$ cat config.mk
export PLATFORM = sky130hd
export DESIGN_NAME = rpe_status_dev_flat
export DESIGN_NICKNAME = d
export VERILOG_FILES = /design/src/rtl/rpe_pkg.sv /design/src/rtl/rpe_cfg_if.sv /design/src/rtl/rpe_rw1c_reg.sv /design/src/rtl/rpe_status_dev.sv /design/src/flat_wrapper.sv
export SDC_FILE = /design/constraint.sdc
export NUM_CORES = 1
export LEC_CHECK = 0
export ABC_CLOCK_PERIOD_IN_PS = 3000
export BUFFER_PORTS_ARGS = -buffer_cell sky130_fd_sc_hd__buf_2
export CAP_MARGIN = 25
export CORE_MARGIN = 3
export CORE_UTILIZATION = 30
export CTS_BUF_LIST = sky130_fd_sc_hd__clkbuf_8
export DETAILED_ROUTE_END_ITERATION = 6
export HOLD_SLACK_MARGIN = 0.08
export PLACE_DENSITY_LB_ADDON = 0.3
export SLEW_MARGIN = 10
export SYNTH_ARGS = -nofsm -noshare
export SYNTH_HDL_FRONTEND = slang
export SYNTH_SLANG_ARGS = --single-unit
$ cat constraint.sdc
create_clock -name hclk -period 3 [get_ports hclk]
set_input_delay 0.6 -clock hclk [delete_from_list [all_inputs] [get_ports hclk]]
set_output_delay 0.6 -clock hclk [all_outputs]
set_load 0.02 [all_outputs]
$ cat src/rtl/rpe_pkg.sv
// Constants shared by both ends of the configuration port and the status bank.
// Assumes a single core clock and dword addressing of configuration space.
package rpe_pkg;

  // ----------------------------------------------------------------------
  // Port widths
  // ----------------------------------------------------------------------
  localparam int unsigned DW_ADDR_W = 10;
  localparam int unsigned DATA_W    = 32;
  localparam int unsigned BE_W      = 4;

  // ----------------------------------------------------------------------
  // Configuration space layout (byte offsets, dword = byte / 4)
  // ----------------------------------------------------------------------
  localparam logic [11:0] CMD_STATUS_BYTE_OFF  = 12'h004;
  localparam logic [11:0] PRI_STATUS_BYTE_OFF  = 12'h006;
  localparam logic [11:0] SEC_STATUS_BYTE_OFF  = 12'h01E;
  localparam logic [11:0] BRIDGE_CTL_BYTE_OFF  = 12'h03E;
  localparam logic [9:0]  CMD_STATUS_DW = 10'(CMD_STATUS_BYTE_OFF >> 2);
  localparam logic [9:0]  SEC_STATUS_DW = 10'(SEC_STATUS_BYTE_OFF >> 2);
  localparam logic [9:0]  BRIDGE_CTL_DW = 10'(BRIDGE_CTL_BYTE_OFF >> 2);

  // Writable bits of the command and bridge control halves
  localparam logic [15:0] CMD_RW_MASK    = 16'h0546;
  localparam logic [15:0] BRIDGE_RW_MASK = 16'h0003;
  localparam logic [15:0] CMD_RESET      = 16'h0000;
  localparam logic [15:0] BRIDGE_RESET   = 16'h0000;
  localparam int unsigned CMD_PER_BIT    = 6;
  localparam int unsigned CMD_SERR_BIT   = 8;
  localparam int unsigned BRG_PER_BIT    = 0;
  localparam int unsigned BRG_SERR_BIT   = 1;

  // Status halves: sticky error bits and hard-wired bits
  localparam logic [15:0] STATUS_ERR_MASK = 16'hF900;
  localparam logic [15:0] PRI_FIXED_ONES  = 16'h0010;
  localparam int unsigned ST_PARITY_BIT   = 8;
  localparam int unsigned ST_SIG_TA_BIT   = 11;
  localparam int unsigned ST_RCV_TA_BIT   = 12;
  localparam int unsigned ST_RCV_MA_BIT   = 13;
  localparam int unsigned ST_SYS_ERR_BIT  = 14;
  localparam int unsigned ST_DET_PAR_BIT  = 15;

  // ----------------------------------------------------------------------
  // Host controller register map (AHB-Lite, byte addresses)
  // ----------------------------------------------------------------------
  localparam logic [3:0] HOST_CTRL_OFF   = 4'h0;
  localparam logic [3:0] HOST_WDATA_OFF  = 4'h4;
  localparam logic [3:0] HOST_RDATA_OFF  = 4'h8;
  localparam logic [3:0] HOST_STATUS_OFF = 4'hC;
  localparam int unsigned CTRL_START_BIT = 0;
  localparam int unsigned CTRL_WRITE_BIT = 1;
  localparam int unsigned CTRL_BE_LSB    = 4;
  localparam int unsigned CTRL_ADDR_LSB  = 16;
  localparam int unsigned STAT_BUSY_BIT  = 0;
  localparam int unsigned STAT_DONE_BIT  = 1;

  typedef enum logic {RPE_HOST_IDLE, RPE_HOST_ACCESS} rpe_host_state_t;

  // Expand byte enables into a bit mask
  function automatic logic [DATA_W-1:0] be_mask(input logic [BE_W-1:0] be);
    logic [DATA_W-1:0] m;
    m = '0;
    for (int i = 0; i < BE_W; i++) begin
      m[i*8 +: 8] = {8{be[i]}};
    end
    return m;
  endfunction : be_mask

endpackage : rpe_pkg

$ cat src/rtl/rpe_cfg_if.sv
// Configuration management port joining user logic and the status bank.
// Assumes both ends share hclk; the bench instantiates and connects it.
`timescale 1ns/100ps
interface rpe_cfg_if;
  logic [rpe_pkg::DW_ADDR_W-1:0] dwaddr;
  logic [rpe_pkg::DATA_W-1:0]    config_write_word;
  logic [rpe_pkg::BE_W-1:0]      byte_en;
  logic                          rd_en;
  logic                          wr_en;
  logic [rpe_pkg::DATA_W-1:0]    rd_data;
  logic                          rd_wr_done;

  modport dev (input dwaddr, config_write_word, byte_en, rd_en, wr_en,
               output rd_data, rd_wr_done);
  modport usr (output dwaddr, config_write_word, byte_en, rd_en, wr_en,
               input rd_data, rd_wr_done);
endinterface : rpe_cfg_if

$ cat src/rtl/rpe_rw1c_reg.sv
// Sticky write-one-to-clear bit group; a set in the clear cycle wins.
// Assumes set and clr are single-cycle qualified pulses.
`timescale 1ns/100ps
module rpe_rw1c_reg #(
  parameter int unsigned      WIDTH = 16,
  parameter logic [WIDTH-1:0] IMPL  = '1
) (
  input  wire logic             hclk,
  input  wire logic             hresetn,
  input  wire logic [WIDTH-1:0] set,
  input  wire logic [WIDTH-1:0] clr,
  output logic      [WIDTH-1:0] q
);

  always_ff @(posedge hclk or negedge hresetn) begin
    if (!hresetn) begin
      q <= '0;
    end else begin
      q <= ((q & ~clr) | set) & IMPL;
    end
  end

endmodule : rpe_rw1c_reg

$ cat src/rtl/rpe_status_dev.sv
// Root-port status bank with the configuration management port.
// Assumes packet-layer event inputs are one-cycle pulses on hclk and that
// the user end holds a request until done, as the port requires.
//
// The AHB-Lite slave port is this design's own decision.
`timescale 1ns/100ps
module rpe_status_dev (
  input  wire logic   hclk,
  input  wire logic   hresetn,
  rpe_cfg_if.dev      cfg,
  input  wire logic   poison_cpl_rx,
  input  wire logic   poison_any_rx,
  input  wire logic   poison_wr_tx,
  input  wire logic   poison_down_tx,
  input  wire logic   err_msg_rx,
  input  wire logic   err_msg_up_req,
  input  wire logic   user_cpl_abort,
  input  wire logic   cpl_ca_rx,
  input  wire logic   cpl_ur_rx,
  output logic [15:0] primary_error_status,
  output logic [15:0] secondary_error_status,
  output logic [15:0] command_q,
  output logic [15:0] bridge_control_q
);

  // ----------------------------------------------------------------------
  // Access acceptance
  // ----------------------------------------------------------------------
  logic        done_q;
  logic        accept;
  logic        wr_accept;
  logic [31:0] wmask;
  logic [31:0] wbits;
  logic [31:0] rd_d;
  logic [15:0] pri_set;
  logic [15:0] pri_clr;
  logic [15:0] sec_set;
  logic [15:0] sec_clr;
  logic [15:0] pri_err;
  logic [15:0] sec_err;

  // request held until done; ignored in the done cycle
  assign accept    = (cfg.rd_en | cfg.wr_en) & ~done_q;
  assign wr_accept = accept & cfg.wr_en;
  assign wmask     = rpe_pkg::be_mask(cfg.byte_en);
  assign wbits     = cfg.config_write_word & wmask;

  always_ff @(posedge hclk or negedge hresetn) begin
    if (!hresetn) begin
      done_q <= 1'b0;
    end else begin
      done_q <= accept;
    end
  end

  // ----------------------------------------------------------------------
  // Command and bridge control
  // ----------------------------------------------------------------------
  // only RW bits change, within enabled bytes
  always_ff @(posedge hclk or negedge hresetn) begin
    if (!hresetn) begin
      command_q <= rpe_pkg::CMD_RESET;
    end else if (wr_accept && cfg.dwaddr == rpe_pkg::CMD_STATUS_DW) begin
      command_q <= (command_q & ~(wmask[15:0] & rpe_pkg::CMD_RW_MASK))
                 | (wbits[15:0] & rpe_pkg::CMD_RW_MASK);
    end
  end

  // bridge control lives in the upper half of its dword
  always_ff @(posedge hclk or negedge hresetn) begin
    if (!hresetn) begin
      bridge_control_q <= rpe_pkg::BRIDGE_RESET;
    end else if (wr_accept && cfg.dwaddr == rpe_pkg::BRIDGE_CTL_DW) begin
      bridge_control_q <= (bridge_control_q & ~(wmask[31:16] & rpe_pkg::BRIDGE_RW_MASK))
                        | (wbits[31:16] & rpe_pkg::BRIDGE_RW_MASK);
    end
  end

  // ----------------------------------------------------------------------
  // Status set events
  // ----------------------------------------------------------------------
  logic cmd_per;
  logic cmd_serr;
  logic brg_per;
  logic brg_serr;

  assign cmd_per  = command_q[rpe_pkg::CMD_PER_BIT];
  assign cmd_serr = command_q[rpe_pkg::CMD_SERR_BIT];
  assign brg_per  = bridge_control_q[rpe_pkg::BRG_PER_BIT];
  assign brg_serr = bridge_control_q[rpe_pkg::BRG_SERR_BIT];

  always_comb begin
    pri_set = '0;
    sec_set = '0;
    pri_set[rpe_pkg::ST_PARITY_BIT]  = poison_cpl_rx & cmd_per;
    // abort bits have no set source
    pri_set[rpe_pkg::ST_SIG_TA_BIT]  = 1'b0;
    pri_set[rpe_pkg::ST_RCV_TA_BIT]  = 1'b0;
    pri_set[rpe_pkg::ST_RCV_MA_BIT]  = 1'b0;
    pri_set[rpe_pkg::ST_SYS_ERR_BIT] = (err_msg_rx & cmd_serr & brg_serr)
                                     | (err_msg_up_req & cmd_serr);
    pri_set[rpe_pkg::ST_DET_PAR_BIT] = poison_down_tx;
    sec_set[rpe_pkg::ST_PARITY_BIT]  = brg_per & (poison_cpl_rx | poison_wr_tx);
    sec_set[rpe_pkg::ST_SIG_TA_BIT]  = user_cpl_abort;
    sec_set[rpe_pkg::ST_RCV_TA_BIT]  = cpl_ca_rx;
    sec_set[rpe_pkg::ST_RCV_MA_BIT]  = cpl_ur_rx;
    sec_set[rpe_pkg::ST_SYS_ERR_BIT] = err_msg_rx;
    sec_set[rpe_pkg::ST_DET_PAR_BIT] = poison_any_rx;
  end

  // write-one clears within enabled upper bytes
  assign pri_clr = (wr_accept && cfg.dwaddr == rpe_pkg::CMD_STATUS_DW)
                   ? wbits[31:16] : 16'h0000;
  assign sec_clr = (wr_accept && cfg.dwaddr == rpe_pkg::SEC_STATUS_DW)
                   ? wbits[31:16] : 16'h0000;

  rpe_rw1c_reg #(
    .WIDTH (16),
    .IMPL  (rpe_pkg::STATUS_ERR_MASK)
  ) u_pri (
    .hclk    (hclk),
    .hresetn (hresetn),
    .set     (pri_set),
    .clr     (pri_clr),
    .q       (pri_err)
  );

  rpe_rw1c_reg #(
    .WIDTH (16),
    .IMPL  (rpe_pkg::STATUS_ERR_MASK)
  ) u_sec (
    .hclk    (hclk),
    .hresetn (hresetn),
    .set     (sec_set),
    .clr     (sec_clr),
    .q       (sec_err)
  );

  // reserved and interrupt bits zero, capabilities one
  assign primary_error_status   = pri_err | rpe_pkg::PRI_FIXED_ONES;
  assign secondary_error_status = sec_err;

  // ----------------------------------------------------------------------
  // Read path
  // ----------------------------------------------------------------------
  // Unimplemented dwords read zero; root port exposes no other state here
  always_comb begin
    unique case (cfg.dwaddr)
      rpe_pkg::CMD_STATUS_DW: rd_d = {primary_error_status, command_q};
      rpe_pkg::SEC_STATUS_DW: rd_d = {secondary_error_status, 16'h0000};
      rpe_pkg::BRIDGE_CTL_DW: rd_d = {bridge_control_q, 16'h0000};
      default:                rd_d = 32'h0000_0000;
    endcase
  end

  // data captured with the access, valid with done
  always_ff @(posedge hclk or negedge hresetn) begin
    if (!hresetn) begin
      cfg.rd_data <= 32'h0000_0000;
    end else if (accept && cfg.rd_en) begin
      cfg.rd_data <= rd_d;
    end
  end

  assign cfg.rd_wr_done = done_q;

endmodule : rpe_status_dev

$ cat src/flat_wrapper.sv
// flat-port wrapper written by rule: the top's interface ports become plain ports
module rpe_status_dev_flat 
  (hclk, hresetn, poison_cpl_rx, poison_any_rx, poison_wr_tx, poison_down_tx, err_msg_rx, err_msg_up_req, user_cpl_abort, cpl_ca_rx, cpl_ur_rx, primary_error_status, secondary_error_status, command_q, bridge_control_q, cfg_dwaddr, cfg_config_write_word, cfg_byte_en, cfg_rd_en, cfg_wr_en, cfg_rd_data, cfg_rd_wr_done);
  rpe_cfg_if cfg_i ();
  input  wire logic hclk;
  input  wire logic hresetn;
  input  wire logic poison_cpl_rx;
  input  wire logic poison_any_rx;
  input  wire logic poison_wr_tx;
  input  wire logic poison_down_tx;
  input  wire logic err_msg_rx;
  input  wire logic err_msg_up_req;
  input  wire logic user_cpl_abort;
  input  wire logic cpl_ca_rx;
  input  wire logic cpl_ur_rx;
  output logic [15:0] primary_error_status;
  output logic [15:0] secondary_error_status;
  output logic [15:0] command_q;
  output logic [15:0] bridge_control_q;
  input wire logic [$bits(cfg_i.dwaddr)-1:0] cfg_dwaddr;
  input wire logic [$bits(cfg_i.config_write_word)-1:0] cfg_config_write_word;
  input wire logic [$bits(cfg_i.byte_en)-1:0] cfg_byte_en;
  input wire logic [$bits(cfg_i.rd_en)-1:0] cfg_rd_en;
  input wire logic [$bits(cfg_i.wr_en)-1:0] cfg_wr_en;
  output wire logic [$bits(cfg_i.rd_data)-1:0] cfg_rd_data;
  output wire logic [$bits(cfg_i.rd_wr_done)-1:0] cfg_rd_wr_done;
  assign cfg_i.dwaddr = cfg_dwaddr;
  assign cfg_i.config_write_word = cfg_config_write_word;
  assign cfg_i.byte_en = cfg_byte_en;
  assign cfg_i.rd_en = cfg_rd_en;
  assign cfg_i.wr_en = cfg_wr_en;
  assign cfg_rd_data = cfg_i.rd_data;
  assign cfg_rd_wr_done = cfg_i.rd_wr_done;
  rpe_status_dev u_core (.hclk(hclk), .hresetn(hresetn), .cfg(cfg_i), .poison_cpl_rx(poison_cpl_rx), .poison_any_rx(poison_any_rx), .poison_wr_tx(poison_wr_tx), .poison_down_tx(poison_down_tx), .err_msg_rx(err_msg_rx), .err_msg_up_req(err_msg_up_req), .user_cpl_abort(user_cpl_abort), .cpl_ca_rx(cpl_ca_rx), .cpl_ur_rx(cpl_ur_rx), .primary_error_status(primary_error_status), .secondary_error_status(secondary_error_status), .command_q(command_q), .bridge_control_q(bridge_control_q));
endmodule
# == Yosys cells after proc, flatten, opt, wreduce, memory -nomap -nowiden ==
# Index checks and enable logic that the tools add are counted.
# op_classes
eq_ne,3
mux,3
bitwise_logic,24
reduce_logical,4
# ops
cell,n
$pmux 32 s3,1
$and 16x16->16,4
$and 32x32->32,1
$mux 16,2
$not 16->16,2
$or 16x16->16,2
$not 11->16,1
$not 2->16,1
$or 16x11->16,1
$or 16x2->16,1
$eq 10x1->1 const B,1
$eq 10x3->1 const B,1
$eq 10x4->1 const B,1
$and 1x1->1,7
$logic_and 1x1->1,4
$or 1x1->1,3
$not 1->1,1
# totals
wordCells,40
ff_bits,77
inputBits,59
out_inout_bits,97

# == Longest topological paths before layout ==
# depth
word_depth,8
depth_mapped,5
mapped_depth_nobuf,3

# == Cells and area by module ==
# From an unflattened synthesis, not the netlist that was laid out.
# unflattened
hier_cells,272
hier_area_um2,2422.3
# by_module_without_submodules
module,seq_area_each_um2,cells_per_inst,instances,area_each_um2
rpe_status_dev,725.7,214,1,1829.3
rpe_rw1c_reg,150.1,29,2,296.5

# == Least setup slack after synthesis ==
# OpenSTA, ideal clock, no wires.
# synth_timing
kind,in2reg
startpoint,in cfg_dwaddr[7]
endpoint,reg u_core.u_sec.q[12]
path_stages,4
slack_ns,0.900
arrival_time_ns,1.982
setup_time_ns,0.118
required_ns,2.882
path_buffers,1
path_cell_list,or4_4 > buf_6 > or4_1 > a21o_1
# synth_between
elab_chain_cells,6
# synth_rtl
item,line,source
from (decl),flat_wrapper.sv:20,input wire logic [$bits(cfg_i.dwaddr)-1:0] cfg_dwaddr;
$eq 10x3->1,rpe_status_dev.sv:114,assign sec_clr = (wr_accept && cfg.dwaddr == rpe_pkg::SEC_STATUS_DW)
$logic_and 1x1->1,rpe_status_dev.sv:114,
$mux 16,rpe_status_dev.sv:115,? wbits[31:16] : 16'h0000;
$not 16->16,rpe_rw1c_reg.sv:19,q <= ((q & ~clr) | set) & IMPL;
$and 16x16->16,rpe_rw1c_reg.sv:19,
$or 16x16->16,rpe_rw1c_reg.sv:19,
to (signal assigned),rpe_rw1c_reg.sv:19,
to (decl),rpe_rw1c_reg.sv:12,output logic [WIDTH-1:0] q
# Every way passes these cells.
# A chain may end at the register's enable or synchronous reset.

==> impl_metrics.toml <==
[sta]
relSlewSlack_pct = 49.0
fin_crit_sh_pct = 67.6
holdWs_ns = 0.391
clock_skew_ns = 0.00300
setup_viol = 0
rsz0062_at_grt = "false"
tightest_slew_ns = 0.764
finalMaxSlewViolations = 0
period_minus_slack_ns = 2.03
clock.fmax_mhz = 493
tns_ns = 0
finalHoldViolCount = 0

[outcome]
status = "finished, final reports clean"

[setup_path]
r2r_slack_ns = 1.11
crit_chain = "buf_2 > or4_4 > nor4_2 > mux2_2"
critPathBufInv = 1
cpPeakStageDelay_ns = 0.63
crit_required_ns = 3.16
worstPathMaxFanout = 15
worstPathArrival_ns = 2.19
cp_top_family = "simple AND/OR/NAND/NOR gates"
cp-start-kind = "primary input"
worstSetupPathType = "primary input to flop"
slowest_stage = "or4_4"
endpoint_kind = "flop"

[cells_and_area]
diodes = 0
final_cell_mix = "73 x buf_2, 63 x conb_1, 34 x dfrtp_1"
drive_gt1_share_pct = 33.8
fin_nets = 336
fin_util_pct = 35.7
areaGrowthSynthToFinish_pct = 13.3
mostFrequentLayoutCell = "buf_2"

[clocking]
cts_num_sinks = 34
clockBufferDepth = 2
cts-root-buf = "clkbuf_8"
clk_latency_ns = 0.28
cts_tree = "built"
htree_levels = 2
post-cts-setup-buffers = 0
cts_buffers = 5
cts_hold_buf = 0
post_cts_resized = 0
clk_pin_slew_worst_paths_ns = 0.07

[die]
die-area_um2 = 7820
coreArea_um2 = 6460
start_util_pct = 31.6
die_width_um = 88.4
io_pins = 156
rows = 29
dieHeight_um = 88.4

[power]
p_leak_uw = 0.00118
ir_drop_mv = 0.183
powerDensity_nw_per_um2 = 418

[place]
gp_congestion = 0.762
port_buffers = 73
hpwl_um = 3790

[run]
cap_violations = 0

[global_route]
grt_max_degree = 35
grt_pass1_vias = 1402
grt_use_total_pct = 12.6
grt-ovfl-total = 0
grt_pass1_wl_um = 7430
antenna_found_initial = 0

[synth]
ys_ff_latch = 34
synth_area_um2 = 2040
synth_seq_area_share_pct = 41.7
synth_cells = 207
synth_edf_count = 0
yosysWarnings = 0
synth_top_flop_cell = "dfrtp_1"
synth_cell_types = 31
synthArstFlopShare_pct = 100
synth_area_per_cell_um2 = 9.85

[routing]
wl_per_cell_um = 13.5
dr.first_iter.drc_count = 56
vias = 1553
drt-total-wl_um = 4800
ant_nets = 0
vias_per_cell = 4.37
dr.pass1.iters = 4
route.detailed.drc = 0

[min_path]
min-delay-path-class = "primary input to async pin"
==> cell type report <==
type,count,area [um2]
clock buffer,6,82.6
clock inverter,2,8.76
fill,679,4150
inverter,1,3.75
multi-input combinational,162,901
sequential,34,851
tap,77,96.3
timing repair buffer,73,365
==> path summary, 6_finish.rpt <==
kind / startpoint / to / cells past startpoint
max: cfg_dwaddr[7] / flop / 4
min: hresetn / u_core.cfg.rd_data[20] / 1
max reg2reg: u_core.cfg.rd_wr_done / u_core.cfg.rd_data[29] / 3
min reg2reg: u_core.cfg.rd_data[28] / u_core.cfg.rd_data[28] / 2
max in group asynchronous: hresetn / u_core.u_pri.q[15] / 1
min in group hclk: u_core.cfg.rd_data[28] / u_core.cfg.rd_data[28] / 2
==> synthesized netlist by cell type, drive strengths merged, types with 3 or more instances <==
library cell | n | area, um2
o21a | 3 | 22.5
mux2 | 7 | 78.8
or4 | 9 | 71.3
a21o | 7 | 52.6
nor4 | 4 | 43.8
nor2 | 3 | 11.3
buf | 64 | 484
a22oi | 6 | 45.0
o21ai | 14 | 70.1
nand4b | 7 | 61.3
dfrtp | 34 | 851
clkbuf | 7 | 27.5
nand2 | 23 | 86.3
==> logic make-up after synthesis <==
family,synth area share (%)
AOI/OAI and AO/OA,11.5
muxes,3.87
other,0.368
DFF,41.7
buffers and inverters,25.3
and+or+nand+nor,17.3
==> metal layers <==
layer | global-route usage, % | wire (um) | up-vias
met5 | 0 | 0 | -
met3 | 3.54 | 422 | 6
li1 | - | - | 732
met4 | 3.30 | 48 | 0
met1 | 17.8 | 2060 | 725
met2 | 19.1 | 2270 | 90
==> power by group <==
group	switching (uW)	internal [uW]
combinational	122	35.1
clock	158	182
sequential	6.59	462
==> stage by stage <==
stage	instances	total power [uW]	instance area, um2	worst slack (ns)
5_1_grt	355	1010	2310	0.859
2_1_floorplan	268	646	2270	0.900
3_3_place_gp	347	633	2220	0.690
3_5_place_dp	347	634	2220	0.659
4_1_cts	355	972	2310	0.956
6_report	355	966	2310	0.973
No activity file was read; power rests on OpenSTA's default activity.
